[src/hdl/tcw_pkg.sv]
// Shared constants and types for the tick counter and watchdog block
package tcw_pkg;
    // Register port widths
    localparam int ADDR_W = 3;
    localparam int DATA_W = 8;
    localparam int SEL_W = 3;
    // Register offsets
    localparam logic [2:0] OFF_CTRL = 3'h0;
    localparam logic [2:0] OFF_COUNT = 3'h1;
    localparam logic [2:0] OFF_WDCTRL = 3'h2;
    localparam logic [2:0] OFF_INSTR = 3'h3;
    localparam logic [2:0] OFF_STATUS = 3'h4;
    localparam logic [2:0] OFF_MASK = 3'h5;
    localparam logic [2:0] OFF_STATE = 3'h6;
    // Counter control field positions
    localparam int CTRL_SEL_LSB = 0;
    localparam int CTRL_PSE_BIT = 3;
    localparam int CTRL_EDGE_BIT = 4;
    localparam int CTRL_SRC_BIT = 5;
    // Watchdog control field positions
    localparam int WD_SEL_LSB = 2;
    localparam int WD_PSE_BIT = 5;
    localparam int WD_EN_BIT = 7;
    // Instruction strobe bits
    localparam int INSTR_CLR_BIT = 0;
    localparam int INSTR_SLEEP_BIT = 1;
    // Status and mask bits
    localparam int ST_OVF_BIT = 0;
    localparam int ST_WDOG_BIT = 1;
    // Reset values and masks
    localparam logic [7:0] CTRL_RST = 8'h00;
    localparam logic [7:0] CTRL_WMASK = 8'h3F;
    localparam logic [7:0] WDCTRL_RST = 8'h80;
    localparam logic [7:0] WDCTRL_WMASK = 8'hBC;
    localparam logic [7:0] MASK_RST = 8'h00;
    localparam logic [7:0] COUNT_RST = 8'h00;
    localparam logic [7:0] COUNT_MAX = 8'hFF;
    localparam logic [1:0] EVT_W_MASK = 2'h3;
    // Timing: watchdog period with the prescaler bypassed
    localparam int unsigned CLK_PERIOD_NS = 4;
    localparam int unsigned WDOG_TIMEOUT_NS = 18000000;
    localparam int unsigned WDOG_STEPS = 256;
    localparam int unsigned WDOG_TIMEOUT_CYCLES = WDOG_TIMEOUT_NS / CLK_PERIOD_NS;
    localparam int unsigned RC_TICK_CYCLES_DFLT = WDOG_TIMEOUT_CYCLES / WDOG_STEPS;
    // Power state of the core
    typedef enum logic [0:0] {
        TCW_RUN = 1'h0,
        TCW_SLEEP = 1'h1
    } tcw_pwr_t;
endpackage

[src/hdl/tcw_prescale_if.sv]
// Bundle between the top and one prescaler instance
`timescale 1ns/10ps
interface tcw_prescale_if;
    import tcw_pkg::*;
    logic tick_in; // Raw count event
    logic clear; // Zero the prescaler count
    logic en; // Prescaler in use, else bypass
    logic [SEL_W-1:0] sel; // Ratio code, 0 gives 1:2
    logic tick_out; // Divided event
    logic [7:0] count; // Current prescaler count
    modport div (input tick_in, input clear, input en, input sel, output tick_out, output count);
    modport ctl (output tick_in, output clear, output en, output sel, input tick_out, input count);
endinterface

[src/hdl/tcw_prescaler.sv]
// Eight-bit prescaler with ratio 1:2 up to 1:256 or bypass
`timescale 1ns/10ps
module tcw_prescaler
    import tcw_pkg::*;
(
    input wire logic ref_clk,
    input wire logic nrst,
    tcw_prescale_if.div pre
);
    logic [7:0] count_reg; // Events seen since last output
    logic [8:0] ratio; // Selected division ratio
    logic [7:0] limit; // Last count before output
    logic hit; // Ratio completed this cycle

    // Ratio doubles per code step
    assign ratio = 9'h002 << pre.sel;
    assign limit = 8'(ratio - 9'h001);
    assign hit = pre.tick_in && (count_reg == limit);
    // A clear swallows a coinciding event
    assign pre.tick_out = !pre.clear && (pre.en ? hit : pre.tick_in);
    assign pre.count = count_reg;

    // Prescaler count, held at zero while bypassed
    always_ff @(posedge ref_clk) begin
        if (!nrst || pre.clear || !pre.en) begin
            count_reg <= COUNT_RST;
        end else if (hit) begin
            count_reg <= COUNT_RST;
        end else if (pre.tick_in) begin
            count_reg <= 8'(count_reg + 8'h01);
        end
    end
endmodule

[src/hdl/tcw_top.sv]
// Tick counter and watchdog with their prescalers and register port
`timescale 1ns/10ps
module tcw_top
    import tcw_pkg::*;
#(
    parameter int unsigned RC_TICK_CYCLES = RC_TICK_CYCLES_DFLT
)
(
    input wire logic ref_clk,
    input wire logic nrst,
    input wire logic [ADDR_W-1:0] reg_addr,
    input wire logic [DATA_W-1:0] reg_wdata,
    input wire logic reg_wr,
    input wire logic reg_rd,
    output logic [DATA_W-1:0] reg_rdata,
    input wire logic tick_count_pin,
    output logic irq,
    output logic watchdog_reset,
    output logic sleep_active
);
    // Register state
    logic [7:0] counter_control_reg; // Timer source, edge and prescale
    logic [7:0] tick_counter_reg; // Timer value
    logic [7:0] watchdog_control_reg; // Watchdog enable and prescale
    logic [7:0] wdog_count_reg; // Watchdog count
    logic [1:0] status_reg; // Sticky event flags
    logic [1:0] mask_reg; // Interrupt enables
    logic [7:0] rdata_reg; // Read data, valid one cycle
    tcw_pwr_t pwr_reg; // Run or sleep
    tcw_pwr_t pwr_next;

    // Pin synchroniser and edge detect
    logic pin_sync1_reg; // Meta stage, read only by stage two
    logic pin_sync2_reg;
    logic pin_prev_reg;
    logic pin_edge;

    // Free running RC tick divider
    logic [31:0] rc_div_reg;
    logic rc_tick;

    // Decoded strobes and fields
    logic wr_ctrl;
    logic wr_count;
    logic wr_wdctrl;
    logic wr_status;
    logic wr_mask;
    logic clr_pulse; // Watchdog clear instruction
    logic sleep_pulse; // Sleep instruction
    logic soft_rst; // Device reset from watchdog
    logic wdog_clr;
    logic tick_src_pin;
    logic tick_edge_fall;
    logic wd_en;
    logic wdog_fire_reg; // One-cycle device reset
    logic ovf_evt;
    logic wdog_evt;
    logic chk_live_reg; // Checks armed one edge after reset leaves
    logic [1:0] evt;

    tcw_prescale_if tick_pre_if();
    tcw_prescale_if wd_pre_if();

    // Register port decode
    assign wr_ctrl = reg_wr && (reg_addr == OFF_CTRL);
    assign wr_count = reg_wr && (reg_addr == OFF_COUNT);
    assign wr_wdctrl = reg_wr && (reg_addr == OFF_WDCTRL);
    assign wr_status = reg_wr && (reg_addr == OFF_STATUS);
    assign wr_mask = reg_wr && (reg_addr == OFF_MASK);
    assign clr_pulse = reg_wr && (reg_addr == OFF_INSTR) && reg_wdata[INSTR_CLR_BIT];
    assign sleep_pulse = reg_wr && (reg_addr == OFF_INSTR) && reg_wdata[INSTR_SLEEP_BIT];
    assign soft_rst = wdog_fire_reg;

    // Field aliases
    assign tick_src_pin = counter_control_reg[CTRL_SRC_BIT];
    assign tick_edge_fall = counter_control_reg[CTRL_EDGE_BIT];
    assign wd_en = watchdog_control_reg[WD_EN_BIT];

    // Counter control; watchdog reset restores defaults
    always_ff @(posedge ref_clk) begin
        if (!nrst || soft_rst) begin
            counter_control_reg <= CTRL_RST;
        end else if (wr_ctrl) begin
            counter_control_reg <= reg_wdata & CTRL_WMASK;
        end
    end

    // Watchdog control, unused bits stay zero
    always_ff @(posedge ref_clk) begin
        if (!nrst || soft_rst) begin
            watchdog_control_reg <= WDCTRL_RST;
        end else if (wr_wdctrl) begin
            watchdog_control_reg <= reg_wdata & WDCTRL_WMASK;
        end
    end

    // Pin passes two flops; sources must hold each level over a clock
    always_ff @(posedge ref_clk) begin
        if (!nrst) begin
            pin_sync1_reg <= 1'h0;
            pin_sync2_reg <= 1'h0;
            pin_prev_reg <= 1'h0;
        end else begin
            pin_sync1_reg <= tick_count_pin;
            pin_sync2_reg <= pin_sync1_reg;
            pin_prev_reg <= pin_sync2_reg;
        end
    end

    // Selected edge of the synchronised pin
    assign pin_edge = tick_edge_fall ? (pin_prev_reg && !pin_sync2_reg)
                                     : (!pin_prev_reg && pin_sync2_reg);

    // Timer prescaler hookup; the timer stops in sleep
    assign tick_pre_if.tick_in = (pwr_reg == TCW_RUN) && (tick_src_pin ? pin_edge : 1'h1);
    assign tick_pre_if.clear = wr_count || soft_rst;
    assign tick_pre_if.en = counter_control_reg[CTRL_PSE_BIT];
    assign tick_pre_if.sel = counter_control_reg[CTRL_SEL_LSB +: SEL_W];

    // Dedicated timer prescaler
    tcw_prescaler u_tick_pre (
        .ref_clk(ref_clk),
        .nrst(nrst),
        .pre(tick_pre_if)
    );

    // Tick counter; a write beats a coinciding step
    always_ff @(posedge ref_clk) begin
        if (!nrst) begin
            tick_counter_reg <= COUNT_RST;
        end else if (wr_count) begin
            tick_counter_reg <= reg_wdata;
        end else if (tick_pre_if.tick_out) begin
            tick_counter_reg <= 8'(tick_counter_reg + 8'h01);
        end
    end

    assign ovf_evt = tick_pre_if.tick_out && !wr_count && (tick_counter_reg == COUNT_MAX);

    // RC tick stands in for the on-chip oscillator; never stopped
    assign rc_tick = (rc_div_reg == 32'(RC_TICK_CYCLES - 1));
    always_ff @(posedge ref_clk) begin
        if (!nrst || rc_tick) begin
            rc_div_reg <= 32'h0000_0000;
        end else begin
            rc_div_reg <= rc_div_reg + 32'h0000_0001;
        end
    end

    // Watchdog prescaler hookup
    assign wdog_clr = clr_pulse || sleep_pulse || soft_rst;
    assign wd_pre_if.tick_in = rc_tick && wd_en;
    assign wd_pre_if.clear = wdog_clr;
    assign wd_pre_if.en = watchdog_control_reg[WD_PSE_BIT];
    assign wd_pre_if.sel = watchdog_control_reg[WD_SEL_LSB +: SEL_W];

    // Dedicated watchdog prescaler
    tcw_prescaler u_wd_pre (
        .ref_clk(ref_clk),
        .nrst(nrst),
        .pre(wd_pre_if)
    );

    // Watchdog count: 256 bypassed RC ticks make the time-out
    always_ff @(posedge ref_clk) begin
        if (!nrst || wdog_clr) begin
            wdog_count_reg <= COUNT_RST;
        end else if (wd_pre_if.tick_out) begin
            wdog_count_reg <= 8'(wdog_count_reg + 8'h01);
        end
    end

    assign wdog_evt = wd_pre_if.tick_out && (wdog_count_reg == COUNT_MAX);

    // Time-out fires a one-cycle device reset, asleep or not
    always_ff @(posedge ref_clk) begin
        if (!nrst) begin
            wdog_fire_reg <= 1'h0;
        end else begin
            wdog_fire_reg <= wdog_evt;
        end
    end
    assign watchdog_reset = wdog_fire_reg;

    // Power state; only a reset wakes the core
    always_comb begin
        pwr_next = pwr_reg;
        case (pwr_reg)
            TCW_RUN: begin
                if (sleep_pulse) begin
                    pwr_next = TCW_SLEEP;
                end
            end
            TCW_SLEEP: begin
                pwr_next = TCW_SLEEP;
            end
            default: begin
                pwr_next = TCW_RUN;
            end
        endcase
    end

    // Watchdog reset also wakes from sleep
    always_ff @(posedge ref_clk) begin
        if (!nrst || soft_rst) begin
            pwr_reg <= TCW_RUN;
        end else begin
            pwr_reg <= pwr_next;
        end
    end
    assign sleep_active = (pwr_reg == TCW_SLEEP);

    // Sticky flags; a new event wins over a write-one clear
    assign evt = {wdog_evt, ovf_evt};
    always_ff @(posedge ref_clk) begin
        if (!nrst) begin
            status_reg <= 2'h0;
        end else if (wr_status) begin
            status_reg <= (status_reg & ~reg_wdata[1:0]) | evt;
        end else begin
            status_reg <= status_reg | evt;
        end
    end

    // Mask survives watchdog reset so the cause can be served
    always_ff @(posedge ref_clk) begin
        if (!nrst) begin
            mask_reg <= MASK_RST[1:0];
        end else if (wr_mask) begin
            mask_reg <= reg_wdata[1:0] & EVT_W_MASK;
        end
    end

    assign irq = |(status_reg & mask_reg);

    // Read data stands one cycle after the strobe, zero otherwise
    always_ff @(posedge ref_clk) begin
        if (!nrst || !reg_rd) begin
            rdata_reg <= 8'h00;
        end else begin
            case (reg_addr)
                OFF_CTRL: rdata_reg <= counter_control_reg;
                OFF_COUNT: rdata_reg <= tick_counter_reg;
                OFF_WDCTRL: rdata_reg <= watchdog_control_reg;
                OFF_STATUS: rdata_reg <= {6'h00, status_reg};
                OFF_MASK: rdata_reg <= {6'h00, mask_reg};
                OFF_STATE: rdata_reg <= {7'h00, sleep_active};
                default: rdata_reg <= 8'h00; // Unmapped and instruction slot
            endcase
        end
    end
    assign reg_rdata = rdata_reg;

    // Reset is synchronous, so the edge that sees nrst rise still holds
    // reset state; $past checks would compare against it without this flop
    always_ff @(posedge ref_clk) begin
        chk_live_reg <= nrst;
    end
endmodule

[config.mk]
export PLATFORM = sky130hd
export DESIGN_NAME = tcw_top
export DESIGN_NICKNAME = d
export VERILOG_FILES = /design/src/hdl/tcw_pkg.sv /design/src/hdl/tcw_prescale_if.sv /design/src/hdl/tcw_prescaler.sv /design/src/hdl/tcw_top.sv
export SDC_FILE = /design/constraint.sdc
export NUM_CORES = 1
export LEC_CHECK = 0
export BUFFER_PORTS_ARGS = -buffer_cell sky130_fd_sc_hd__buf_2
export CAP_MARGIN = 30
export CORE_UTILIZATION = 40
export CTS_BUF_LIST = sky130_fd_sc_hd__clkbuf_4 sky130_fd_sc_hd__clkbuf_8
export DETAILED_ROUTE_END_ITERATION = 16
export PLACE_DENSITY_LB_ADDON = 0.1
export SYNTH_ARGS = -nofsm -noshare
export SYNTH_HDL_FRONTEND = slang
export SYNTH_HIERARCHICAL = 1
export SYNTH_SLANG_ARGS = --single-unit
export TNS_END_PERCENT = 5
[constraint.sdc]
create_clock -name ref_clk -period 4 [get_ports ref_clk]
set_clock_uncertainty 0.15 [all_clocks]
set_input_delay 0.2 -clock ref_clk [delete_from_list [all_inputs] [get_ports ref_clk]]
set_output_delay 0.2 -clock ref_clk [all_outputs]
set_load 0.01 [all_outputs]
# Yosys cells after proc, flatten, opt, wreduce, memory -nomap -nowiden
# Index checks and enable logic that the tools add are counted.
# Widths: inputs -> output; s select.
[totals]
regBits = 92
in_bits = 16
output_inout_bits = 11
elab_cells = 94
[classes]
add_sub_neg = 7
eq_ne = 11
shift = 2
mux = 10
bitwise = 6
n_reduce_logical = 43
[ops]
columns = ["operator", "n"]
rows = [
  ["$pmux 8 s6", 1],
  ["$add 32x1->32 const B", 1],
  ["$add 8x1->8 const B", 4],
  ["$eq 32x15->1 const B", 1],
  ["$logic_and 1x1->1", 19],
  ["$eq 8x8->1", 2],
  ["$eq 8x8->1 const B", 2],
  ["$mux 8", 2],
  ["$shl 2x3->8 const A", 2],
  ["$sub 8x1->8 const B", 2],
  ["$logic_or 1x1->1", 10],
  ["$eq 3x3->1 const B", 3],
  ["$logic_not 1->1", 9],
  ["$eq 3x2->1 const B", 2],
  ["$reduce_or 2->1", 3],
  ["$mux 1", 5],
  ["$and 2x2->2", 2],
  ["$or 2x2->2", 2],
  ["$eq 3x1->1 const B", 1],
  ["$logic_not 3->1", 1],
  ["$mux 2", 1],
  ["$not 2->2", 1],
  ["$pmux 1 s2", 1],
  ["$reduce_bool 2->1", 1],
  ["$not 1->1", 1],
]

# Logic depth before layout (Yosys ltp)
# Gate-level depths: netlist of the first run.
[depth]
word_depth = 12
depth_mapped = 14
depth_no_buf = 12

# Hierarchy
# Netlist of the first run, hierarchy kept.
[modules_own_cells]
columns = ["module", "instances", "cells_per_inst", "area_each_um2"]
rows = [
  ["tcw_top", 1, 406, 3622.2],
  ["tcw_prescaler", 2, 82, 663.1],
]

# Worst setup path before layout of the first run
# OpenSTA, ideal clock, no wires.
[synth_path]
path_kind = "flip-flop to flip-flop"
start = "register counter_control_reg[2]"
end = "register tick_counter_reg[5]"
setup_time_ns = 0.086
t_arrival_ns = 2.884
required_ns = 3.764
setup_slack_ns = 0.880
path_stages_with_launch = 14
path_buffers = 1
cell_sequence = "dfxtp_1 -> buf_6 -> nor2_1 -> nand2_1 -> ha_1 -> xor2_1 -> o211a_2 -> a2111oi_4 -> nand4_4 -> a211oi_2 -> and3_1 -> nand2_1 -> xor2_1 -> a211oi_1"
[synth_between]
elab_chain_len = 7
[synth_rtl]
columns = ["element", "line", "rtl"]
rows = [
  ["start, declared", "tcw_top.sv:22", "logic [7:0] counter_control_reg;"],
  ["start signal, assigned", "tcw_top.sv:84", "counter_control_reg <= reg_wdata & CTRL_WMASK;"],
  ["$shl 2x3->8", "tcw_prescaler.sv:16", "assign ratio = 9'h002 << pre.sel;"],
  ["$sub 8x1->8", "tcw_prescaler.sv:17", "assign limit = 8'(ratio - 9'h001);"],
  ["$eq 8x8->1", "tcw_prescaler.sv:18", "assign hit = pre.tick_in && (count_reg == limit);"],
  ["$logic_and 1x1->1", "tcw_prescaler.sv:18", ""],
  ["$mux 1", "tcw_prescaler.sv:20", "assign pre.tick_out = !pre.clear && (pre.en ? hit : pre.tick_in);"],
  ["$logic_and 1x1->1", "tcw_prescaler.sv:20", ""],
  ["via tick_pre_if.tick_out", "tcw_prescale_if.sv:9", "logic tick_out;"],
  ["$reduce_bool 2->1 (no line)", "--", ""],
  ["end signal, assigned", "tcw_top.sv:132", "tick_counter_reg <= reg_wdata;"],
  ["end signal, assigned", "tcw_top.sv:134", "tick_counter_reg <= 8'(tick_counter_reg + 8'h01);"],
  ["end, declared", "tcw_top.sv:23", "logic [7:0] tick_counter_reg;"],
]
# The timed path passes the listed nets, and every way through them passes these cells.
# A chain may end at the register's enable or synchronous reset.

# Worst setup path after layout of the first run
[layout_path]
start = "register counter_control_reg[1]"
end = "register tick_counter_reg[5]"
# The elaborated chain is that of the path after synthesis.

==> metrics, run 1 <==
residual DRC count=0; area fraction of the dominant cell type after synthesis=37.2%; f_max=283 MHz; CTS sink cnt=92; Psw=443 uW; Placer Congestion=0.804; Crit path arrival time=3.69 ns; final setup fails=0; DR iter-0 viols=217; pin count of the biggest net entering global routing=27; minimum clock period=3.54 ns; Finished Cell Area=5420 um^2; count leader, synth=dfxtp_1; origin of the critical flop-to-flop path=counter_control_reg[1]; share of cells above drive strength 1=13.4%; Area after DPL=5120 um^2; routed len/inst=15.1 um; die height=113 um; Synth Net Count=594; Final HPWL DP=7.91 mm; Fin. Hold Viols=0; Multi-input gate area=2880 um^2; Slowest-stage cell, CP=dfxtp_1; via count=4,084; global-route wire length before repair=19.0 mm; syn avg cell area=8.68 um^2; fraction of registers with async set/reset=0%; grt ovf=0; pre-CTS setup slack=0.548 ns; Critical Path Max Stage Delay=0.58 ns; setup_tns=0 ns; DR vias/cell=5.48; CP endpoint kind=flip-flop; worst slew pin tran=0.597 ns; Clock H-tree levels=3; crit start category=flip-flop; max_cap viols=0; Worst slew margin=60.0%; Clock Tree Root=clkbuf_8; max reg flops=32; internal power=1.29 mW; pwr/cell area=320 nW/um^2; Initial Util=41.2%; CP delay by family, top=compound AO/OA/AOI/OAI gates; worst path cell trace=inv_1, nand2_1, ha_1, xor2_1, o211a_2, a2111oi_4, nand4_4, a211oi_2, and3_1, nand2_1, xor2_1, a211oi_1; initial antenna violation count=0; clk slew on worst S/H paths=0.11 ns; WHS=0.0313 ns; ranking of synthesized cells by area=dfxtp_1 37%, nor2_1 5.8%, mux2i_1 5.3%; routed wire length=11.2 mm; I/O pin total=27; port bufs=26; final net count=617; Post-synth EDFFs=0; total die area=12,800 um^2; gr usage total=18.7%; Data required, critical path=4.15 ns; vias in the first global route=3,786; Yosys cell types=59; number of fill cells=1,207; CTS Buffer Depth=2; die width=113 um; YS warnings=6; Reg area=1840 um^2; Final ANT Viol Nets=0; Cell Area, Synth=4950 um^2; Rows=40; worst-skew pair later-pin latency=0.39 ns; switching power share of the total=25.5%; Gate power share=7.2%; CTS tree=done; Clock power frac=38.3%; HP Class=in2reg; cell taking the most area after synthesis=dfxtp_1; status=finished clean; CTS Buf Count=9; critical path class=reg2reg; CP Launch Point=counter_control_reg[1]; top cells by count, synth=92 x dfxtp_1, 76 x nor2_1, 52 x nand2_1; Yosys reg bits=92; min-delay src=reg_wdata[0]; Final Max Tran Viols=0; Worst Path Buf+Inv=1; post-synthesis sequential area ratio=37.2%; Static Leak=1.90 nW; CP max FO=12; DRT Pass-1 Iters=4; Pwr Total=1.74 mW; unrepaired setup endpoints after global routing=no; Worst VDD drop=0.166 mV; Mapped Cells=570; fin worst setup slack=0.462 ns; predominant post-synthesis flop cell=dfxtp_1; ANT cells=0; Sequential Power Share=54.4%; Tcrit/Tclk final=88.5%; core area=12,000 um^2; P&R area growth vs syn=9.61%
## worst paths after layout
path                                                to  slack, ns  cells after the start
worst max register to register     tick_counter_reg[5]       0.46                     12
worst max-delay path               tick_counter_reg[5]       0.46                     12
worst min-delay path            counter_control_reg[0]       0.03                      3
worst min register to register           pin_sync2_reg       0.30                      1
## layer usage
layer,global-route usage (%),wire (um),vias to the layer above
met1,24.4,5380,1896
met2,30.3,5230,78
li1,-,-,2092
met3,3.91,377,18
met4,7.37,222,0
met5,0,0,-
## cell type report
class,count,share of cell area (%)
Tap cell,147,3.39
Multi-Input combinational cell,436,53.1
Timing Repair Buffer,39,4.61
Sequential cell,92,34.0
Clock buffer,10,2.54
Clock inverter,6,1.31
Inverter,15,1.04
## worst reg2reg max path: cells and delay by family, from the launching register on
kind            cells  cell delay (ns)
fa+ha+maj           1             0.27
xor+xnor            2             0.27
compound gates      4             1.40
simple gates        4             0.65
flops               1             0.58
buf+inv             1             0.13
## power by group through the flow
| stage | Clock [mW] | Sequential (mW) | Combinational, mW |
|---|---|---|---|
| 6_report | 0.666 | 0.946 | 0.125 |
| 5_1_grt | 0.719 | 0.949 | 0.140 |
| 4_1_cts | 0.689 | 0.946 | 0.127 |
| 3_5_place_dp | 0 | 0.967 | 0.119 |
| 3_3_place_gp | 0 | 0.967 | 0.119 |
| 2_1_floorplan | 0 | 0.961 | 0.0917 |
## repair_timing
| action | 4_1_cts | 5_1_grt |
|---|---|---|
| hold buffers | 9 | 0 |
| buffers inserted | 0 | 0 |
| hold endpoints to repair | 22 | 0 |
| gates resized for setup | 0 | 0 |
## metrics by stage
| step | utilization (%) | instances |
|---|---|---|
| finish | 45.2 | 745 |
| global route | 45.2 | 745 |
| detailed placement | 42.7 | 720 |
| floorplan | - | 570 |
| global placement | 42.7 | 720 |
| CTS | 45.2 | 745 |
## layout by cell type, fill, tap and decap left out, types with 3 or more instances in the layout
master / Yosys / final
nand3_1: 18 / 18
nand2b_1: 5 / 5
a211oi_1: 6 / 6
buf_4: 3 / 4
nor3_1: 15 / 15
o211ai_1: 5 / 5
or3_1: 6 / 6
o21ai_0: 21 / 21
or4_1: 7 / 7
clkbuf_8: 0 / 10
nand3b_1: 7 / 7
nand2_1: 52 / 52
a21oi_1: 33 / 33
buf_2: 5 / 26
and4_1: 4 / 4
a31oi_1: 3 / 3
dlygate4sd3_1: 0 / 9
and2_1: 6 / 6
nor2b_1: 3 / 3
o31ai_1: 9 / 9
nand4_4: 5 / 5
dfxtp_1: 92 / 92
nor4_1: 10 / 10
xor2_1: 22 / 22
xnor2_1: 17 / 17
ha_1: 8 / 8
inv_1: 15 / 15
and3_1: 8 / 8
nor2_1: 76 / 76
mux2i_1: 26 / 26
nor4b_1: 4 / 4
nand4_1: 18 / 18
## logic make-up (layout without fill, tap and decap cells)
family | after synthesis | count (layout) | share of synthesized area (%)
buffers and inverters | 42 | 70 | 4.53
AO/OA/AOI/OAI | 97 | 97 | 13.5
flip-flops | 92 | 92 | 37.2
multiplexers | 29 | 29 | 6.17
adder cells (fa/ha/maj) | 8 | 8 | 2.02
AND/OR/NAND/NOR | 263 | 263 | 29.7
XOR/XNOR | 39 | 39 | 6.90
Note: power is estimated with default switching activity, not from simulation.
==> run 2: changes to the inputs <==
--- a/config.mk
+++ b/config.mk
@@ -5,6 +5,7 @@
 export SDC_FILE = /design/constraint.sdc
 export NUM_CORES = 1
 export LEC_CHECK = 0
+export ABC_AREA = 1
 export BUFFER_PORTS_ARGS = -buffer_cell sky130_fd_sc_hd__buf_2
 export CAP_MARGIN = 30
 export CORE_UTILIZATION = 40
==> constraint.sdc (replaced) <==
create_clock -name ref_clk -period 3.4 [get_ports ref_clk]
set_clock_uncertainty 0.15 [all_clocks]
set_input_delay 0.17 -clock ref_clk [delete_from_list [all_inputs] [get_ports ref_clk]]
set_output_delay 0.17 -clock ref_clk [all_outputs]
set_load 0.01 [all_outputs]
==> run 2 against run 1 <==
  * Setup slack better by 0.037 ns
  * Highest routed layer unchanged
  * Maximum frequency up 22%
  * Wire length up 13%
  * First-iteration DRC count up 59%
==> metrics, run 2 <==
status=finished clean; unrepaired setup endpoints after global routing=no; global-route wire length before repair=21.4 mm; Data required, critical path=3.58 ns; final net count=868; fraction of registers with async set/reset=0%; Clock H-tree levels=3; commonest non-fill, non-tap cell in the layout=nand2_1; minimum clock period=2.90 ns; Critical Path Max Stage Delay=0.44 ns; YS warnings=6; Finished Cell Area=5730 um^2; Clock Tree Root=clkbuf_8; Final HPWL DP=9.95 mm; Final Max Tran Viols=0; predominant post-synthesis flop cell=dfxtp_1; via count=4,878; number of fill cells=1,293; HP Class=in2reg; worst-skew pair later-pin latency=0.39 ns; Worst Reg2Reg Path Length in Cells=15; gr usage total=21.0%; Worst path most repeated cell=nand2_1; switching power share of the total=26.8%; post-synthesis sequential area ratio=35.9%; setup_tns=0 ns; routed len/inst=12.5 um; Pwr Total=2.05 mW; Worst slew margin=70.5%; vias in the first global route=4,538; crit start category=flip-flop; grt ovf=0; commonest non-fill, non-tap cells in the layout=245 x nand2_1, 136 x nor2_1, 94 x inv_1, 90 x dfxtp_1, 58 x nand3_1; count leader, synth=nand2_1; hold depth=3; Rows=40; Gate power share=8.5%; Crit path arrival time=3.08 ns; DR vias/cell=4.80; initial antenna violation count=0; final setup fails=0; min-delay src=nrst; Crit Reg-Reg Endpoint=wdog_count_reg[5]; critical path class=reg2reg; Yosys reg bits=92; Fin. Hold Viols=0; syn avg cell area=6.38 um^2; internal power=1.50 mW; CP delay by family, top=simple AND/OR/NAND/NOR gates; Worst Path Buf+Inv=2; core area=12,300 um^2; die width=115 um; Worst VDD drop=0.226 mV; R2R Setup Slk=0.50 ns; max_cap viols=0; port bufs=26; Static Leak=2.20 nW; Yosys cell types=36; routed wire length=12.7 mm; DR iter-0 viols=345; cell taking the most area after synthesis=dfxtp_1; f_max=345 MHz; pin count of the biggest net entering global routing=33; Synth Net Count=827; DRT Pass-1 Iters=5; P&R area growth vs syn=11.8%; share of cells above drive strength 1=10.2%; pwr/cell area=358 nW/um^2; residual DRC count=0; Area after DPL=5400 um^2; max reg flops=32; worst hold path endpoint=pin_sync2_reg; top cells by count, synth=245 x nand2_1, 136 x nor2_1, 94 x inv_1; CP endpoint kind=flip-flop; CTS tree=done; Clock power frac=37.1%; origin of the critical flop-to-flop path=rc_div_reg[0]; worst path cell trace=ha_1, nand2_1, nor2_1, nand2_1, nor2_1, nand2_1, nor2_1, inv_1, or2_2, a21oi_2, nand2_1, nor3_1, inv_1, or2_0, a21oi_1; Cell Area, Synth=5130 um^2; clk slew on worst S/H paths=0.09 ns; Psw=550 uW; worst slew pin tran=0.443 ns; total die area=13,300 um^2; Slowest-stage cell, CP=dfxtp_1; CP max FO=6; area fraction of the dominant cell type after synthesis=35.9%; ranking of synthesized cells by area=dfxtp_1 36%, nand2_1 18%, nor2_1 10%; ANT cells=0; Tcrit/Tclk final=85.3%; CTS Buffer Depth=2; Post-synth EDFFs=0; Placer Congestion=0.951; die height=115 um; Initial Util=41.8%; Sequential Power Share=54.5%; Final ANT Viol Nets=0; CTS Buf Count=9; I/O pin total=27; CTS sink cnt=92; setup bufs post-CTS=0; Mapped Cells=803
## run 2: cell types whose count changed after synthesis, sizes merged, moves of 10 or more
cell / before / now
nor2: 76 / 149
and3: 10 / 0
nand4: 23 / 2
mux2i: 26 / 1
inv: 15 / 101
nand2: 52 / 252
nor4: 12 / 1
nand3: 18 / 62
## run 2: worst min-delay path: stages
cell	delay, ns
buf_2	0.22
nand2_1	0.10
inv_1	0.03
## run 2: worst max path at each step
stage | startpoint | endpoint | slack, ns | cells past startpoint
final | rc_div_reg[0] | wdog_count_reg[5] | 0.50 | 15
after global routing | rc_div_reg[0] | wdog_count_reg[7] | 0.16 | 16
after CTS | watchdog_control_reg[4] | wdog_count_reg[5] | 0.34 | 18
after detailed placement | watchdog_control_reg[4] | wdog_count_reg[5] | 0.37 | 18
after global placement | watchdog_control_reg[4] | status_reg[1] | 0.47 | 17
after floorplan | rc_div_reg[0] | wdog_count_reg[5] | 0.76 | 15
## run 2: per-layer routing
layer / up-vias / track usage, % / wire length (um)
met5: - / 0 / 0
met2: 94 / 32.2 / 5430
met1: 2183 / 28.8 / 6510
met4: 0 / 7.36 / 227
li1: 2584 / - / -
met3: 17 / 4.69 / 548
## run 2: power groups by stage
| stage | clock network (mW) | registers, mW | logic, mW |
|---|---|---|---|
| after detailed placement | 0 | 1.14 | 0.164 |
| after global placement | 0 | 1.14 | 0.162 |
| after CTS | 0.791 | 1.12 | 0.174 |
| after floorplan | 0 | 1.13 | 0.123 |
| after global routing | 0.836 | 1.12 | 0.198 |
| final | 0.760 | 1.12 | 0.173 |
## run 2: cell type report
| type | count | area, um^2 | area share (%) |
|---|---|---|---|
| clock inverters | 7 | 75.1 | 1.31 |
| flip-flops and latches | 92 | 1840 | 32.2 |
| multi-input cells | 599 | 2830 | 49.4 |
| clock buffers | 9 | 124 | 2.16 |
| inverters | 102 | 383 | 6.68 |
| repair buffers | 40 | 265 | 4.63 |
| well taps | 168 | 210 | 3.67 |
## run 2: through the flow
stage                     hold WS (ns)  setup WS [ns]  instances  util, %
final                           0.0214          0.499       1017     46.7
after global routing            0.0187          0.158       1017     46.7
after CTS                      0.00235          0.335       1017     46.7
after detailed placement         0.257          0.366        989     44.1
after global placement           0.244          0.467        989     44.1
after floorplan                  0.118          0.756        803        -
## run 2: cell families after synthesis
family	after synthesis	share of synthesized area, %
AND/OR/NAND/NOR	482	39.9
AO/OA/AOI/OAI	79	8.08
adder cells (fa/ha/maj)	8	1.95
buffers and inverters	112	8.98
XOR/XNOR	29	4.95
flip-flops	92	35.9
multiplexers	1	0.195
## run 2: what timing repair did
item | in CTS | in global routing
endpoints found under the setup margin | 0 | 2
gates resized for setup | 0 | 3
hold buffers | 12 | 0
endpoints found under the hold margin | 18 | 0
==> run 3: changes to the inputs <==
--- a/config.mk
+++ b/config.mk
@@ -8,6 +8,8 @@
 export ABC_AREA = 1
 export BUFFER_PORTS_ARGS = -buffer_cell sky130_fd_sc_hd__buf_2
 export CAP_MARGIN = 30
+export CELL_PAD_IN_SITES_DETAIL_PLACEMENT = 1
+export CELL_PAD_IN_SITES_GLOBAL_PLACEMENT = 1
 export CORE_UTILIZATION = 40
 export CTS_BUF_LIST = sky130_fd_sc_hd__clkbuf_4 sky130_fd_sc_hd__clkbuf_8
 export DETAILED_ROUTE_END_ITERATION = 16
==> run 3 against run 2 <==
  * Sequential power about the same
  * Design area decreased by 0.17%
  * Flip-flop and latch count unchanged
  * Wire length increased by 17%
  * Critical path depth increased by 3
  * Total power increased by 1.2%
  * Global-route usage increased by 3.3 points
  * Final cell count about the same
  * Setup slack got worse by 0.13 ns
  * Worst hold slack improved by 0.0012 ns
  * Sequential share of layout area about the same
  * Non-clock buffer count decreased by 1
  * Largest power group unchanged
==> metrics, run 3 (synthesized netlist as in run 2, its figures left out) <==
port bufs=26; Clock H-tree levels=3; Pwr Total=2.07 mW; Static Leak=2.20 nW; Tcrit/Tclk final=89.2%; pwr/cell area=363 nW/um^2; Worst VDD drop=0.187 mV; CTS tree=done; Final Max Tran Viols=0; global-route wire length before repair=24.9 mm; Placer Congestion=0.880; Initial Util=41.8%; clk slew on worst S/H paths=0.09 ns; via count=5,007; ANT cells=0; gr usage total=24.2%; core area=12,300 um^2; unrepaired setup endpoints after global routing=no; min-delay src=reg_wdata[0]; CTS sink cnt=92; Fin. Hold Viols=0; I/O pin total=27; DRT Pass-1 Iters=4; Data required, critical path=3.56 ns; P&R area growth vs syn=11.6%; commonest non-fill, non-tap cell in the layout=nand2_1; crit start category=flip-flop; worst-skew pair later-pin latency=0.38 ns; final setup fails=0; worst slew pin tran=0.725 ns; CP Launch Point=watchdog_control_reg[4]; CP endpoint kind=flip-flop; routed len/inst=14.7 um; residual DRC count=0; total die area=13,300 um^2; GRT met1 Usage=29.2%; minimum clock period=3.03 ns; Inst Count DP=990; Finished Cell Area=5720 um^2; max reg flops=32; Final HPWL DP=11.7 mm; CP max FO=10; final net count=867; Final ANT Viol Nets=0; DR iter-0 viols=206; number of fill cells=1,694; Multi-input gate area=2830 um^2; critical path class=reg2reg; GR peak layer=met2; Clock Tree Root=clkbuf_8; Rows=40; Crit path arrival time=3.19 ns; die height=115 um; max_cap viols=0; Area after DPL=5410 um^2; setup_tns=0 ns; Worst slew margin=51.5%; DR vias/cell=4.93; met3 Track Usage GR=4.90%; vias in the first global route=5,263; Reg area=1840 um^2; f_max=330 MHz; pin count of the biggest net entering global routing=33; share of cells above drive strength 1=10.3%; routed wire length=14.9 mm; initial antenna violation count=0; origin of the critical flop-to-flop path=watchdog_control_reg[4]; setup bufs post-CTS=0; final non-filler cell total=1,016; status=finished clean; GR Layer Usage met2=43.3%; grt ovf=0; commonest non-fill, non-tap cells in the layout=245 x nand2_1, 135 x nor2_1, 94 x inv_1, 92 x dfxtp_1, 58 x nand3_1; CTS Buffer Depth=2; CTS Buf Count=9; HP Class=in2reg; die width=115 um
[run 3: changes by cell type in the layout (fill, tap and decap cells not counted), sizes merged]
| cell | before | now |
|---|---|---|
| clkbuf | 9 | 12 |
| clkinvlp | 2 | 0 |
| inv | 102 | 101 |
| dlygate4sd3 | 12 | 10 |
| buf | 28 | 29 |
[run 3: what timing repair did]
item | 4_1_cts | 5_1_grt
gates resized for setup | 0 | 2
hold buffers | 10 | 0
endpoints found under the setup margin | 0 | 5
endpoints found under the hold margin | 17 | 0
[run 3: worst max-delay path: stages (launching register included)]
cell	delay [ns]
dfxtp_1	0.54
inv_2	0.12
nand2_2	0.10
ha_1	0.22
inv_1	0.12
nand2_1	0.09
nand2_1	0.04
nand2_1	0.06
nand2_1	0.05
nor2_1	0.08
nand2_1	0.07
nor2_2	0.12
nand2_1	0.09
a21oi_2	0.27
nand2_1	0.13
nor3_1	0.28
inv_1	0.08
or2_0	0.21
a21oi_1	0.14
[run 3: final timing paths]
check	to	slack, ns	cells past startpoint
setup reg to reg	wdog_count_reg[5]	0.37	18
hold reg to reg	pin_sync2_reg	0.28	2
hold / removal	status_reg[0]	0.02	4
setup / recovery	wdog_count_reg[5]	0.37	18
[run 3: stage by stage]
stage	hold WS [ns]	worst slack [ns]	util, %
detailed placement	0.220	0.228	44.1
global placement	0.211	0.488	44.1
floorplan	0.118	0.756	-
global route	0.0317	0.00852	46.6
finish	0.0226	0.367	46.6
CTS	0.00563	0.174	46.6
[run 3: power by group]
part / leakage, nW / internal, mW / switching, mW / total [mW]
combinational: 1.35 / 0.0644 / 0.116 / 0.181
clock: 0.107 / 0.376 / 0.401 / 0.777
sequential: 0.744 / 1.09 / 0.0229 / 1.12
[run 3: cell type report]
type,count,area share [%]
clock buffers,12,2.67
clock inverters,4,0.853
inverters,102,6.69
multi-input cells,599,49.5
flip-flops and latches,92,32.2
well taps,168,3.68
repair buffers,39,4.42
[run 3: metal layers]
| metal | vias up | routed length [um] |
|---|---|---|
| met4 | 0 | 276 |
| met2 | 46 | 7430 |
| met5 | - | 0 |
| met3 | 20 | 324 |
| met1 | 2368 | 6880 |
| li1 | 2573 | - |
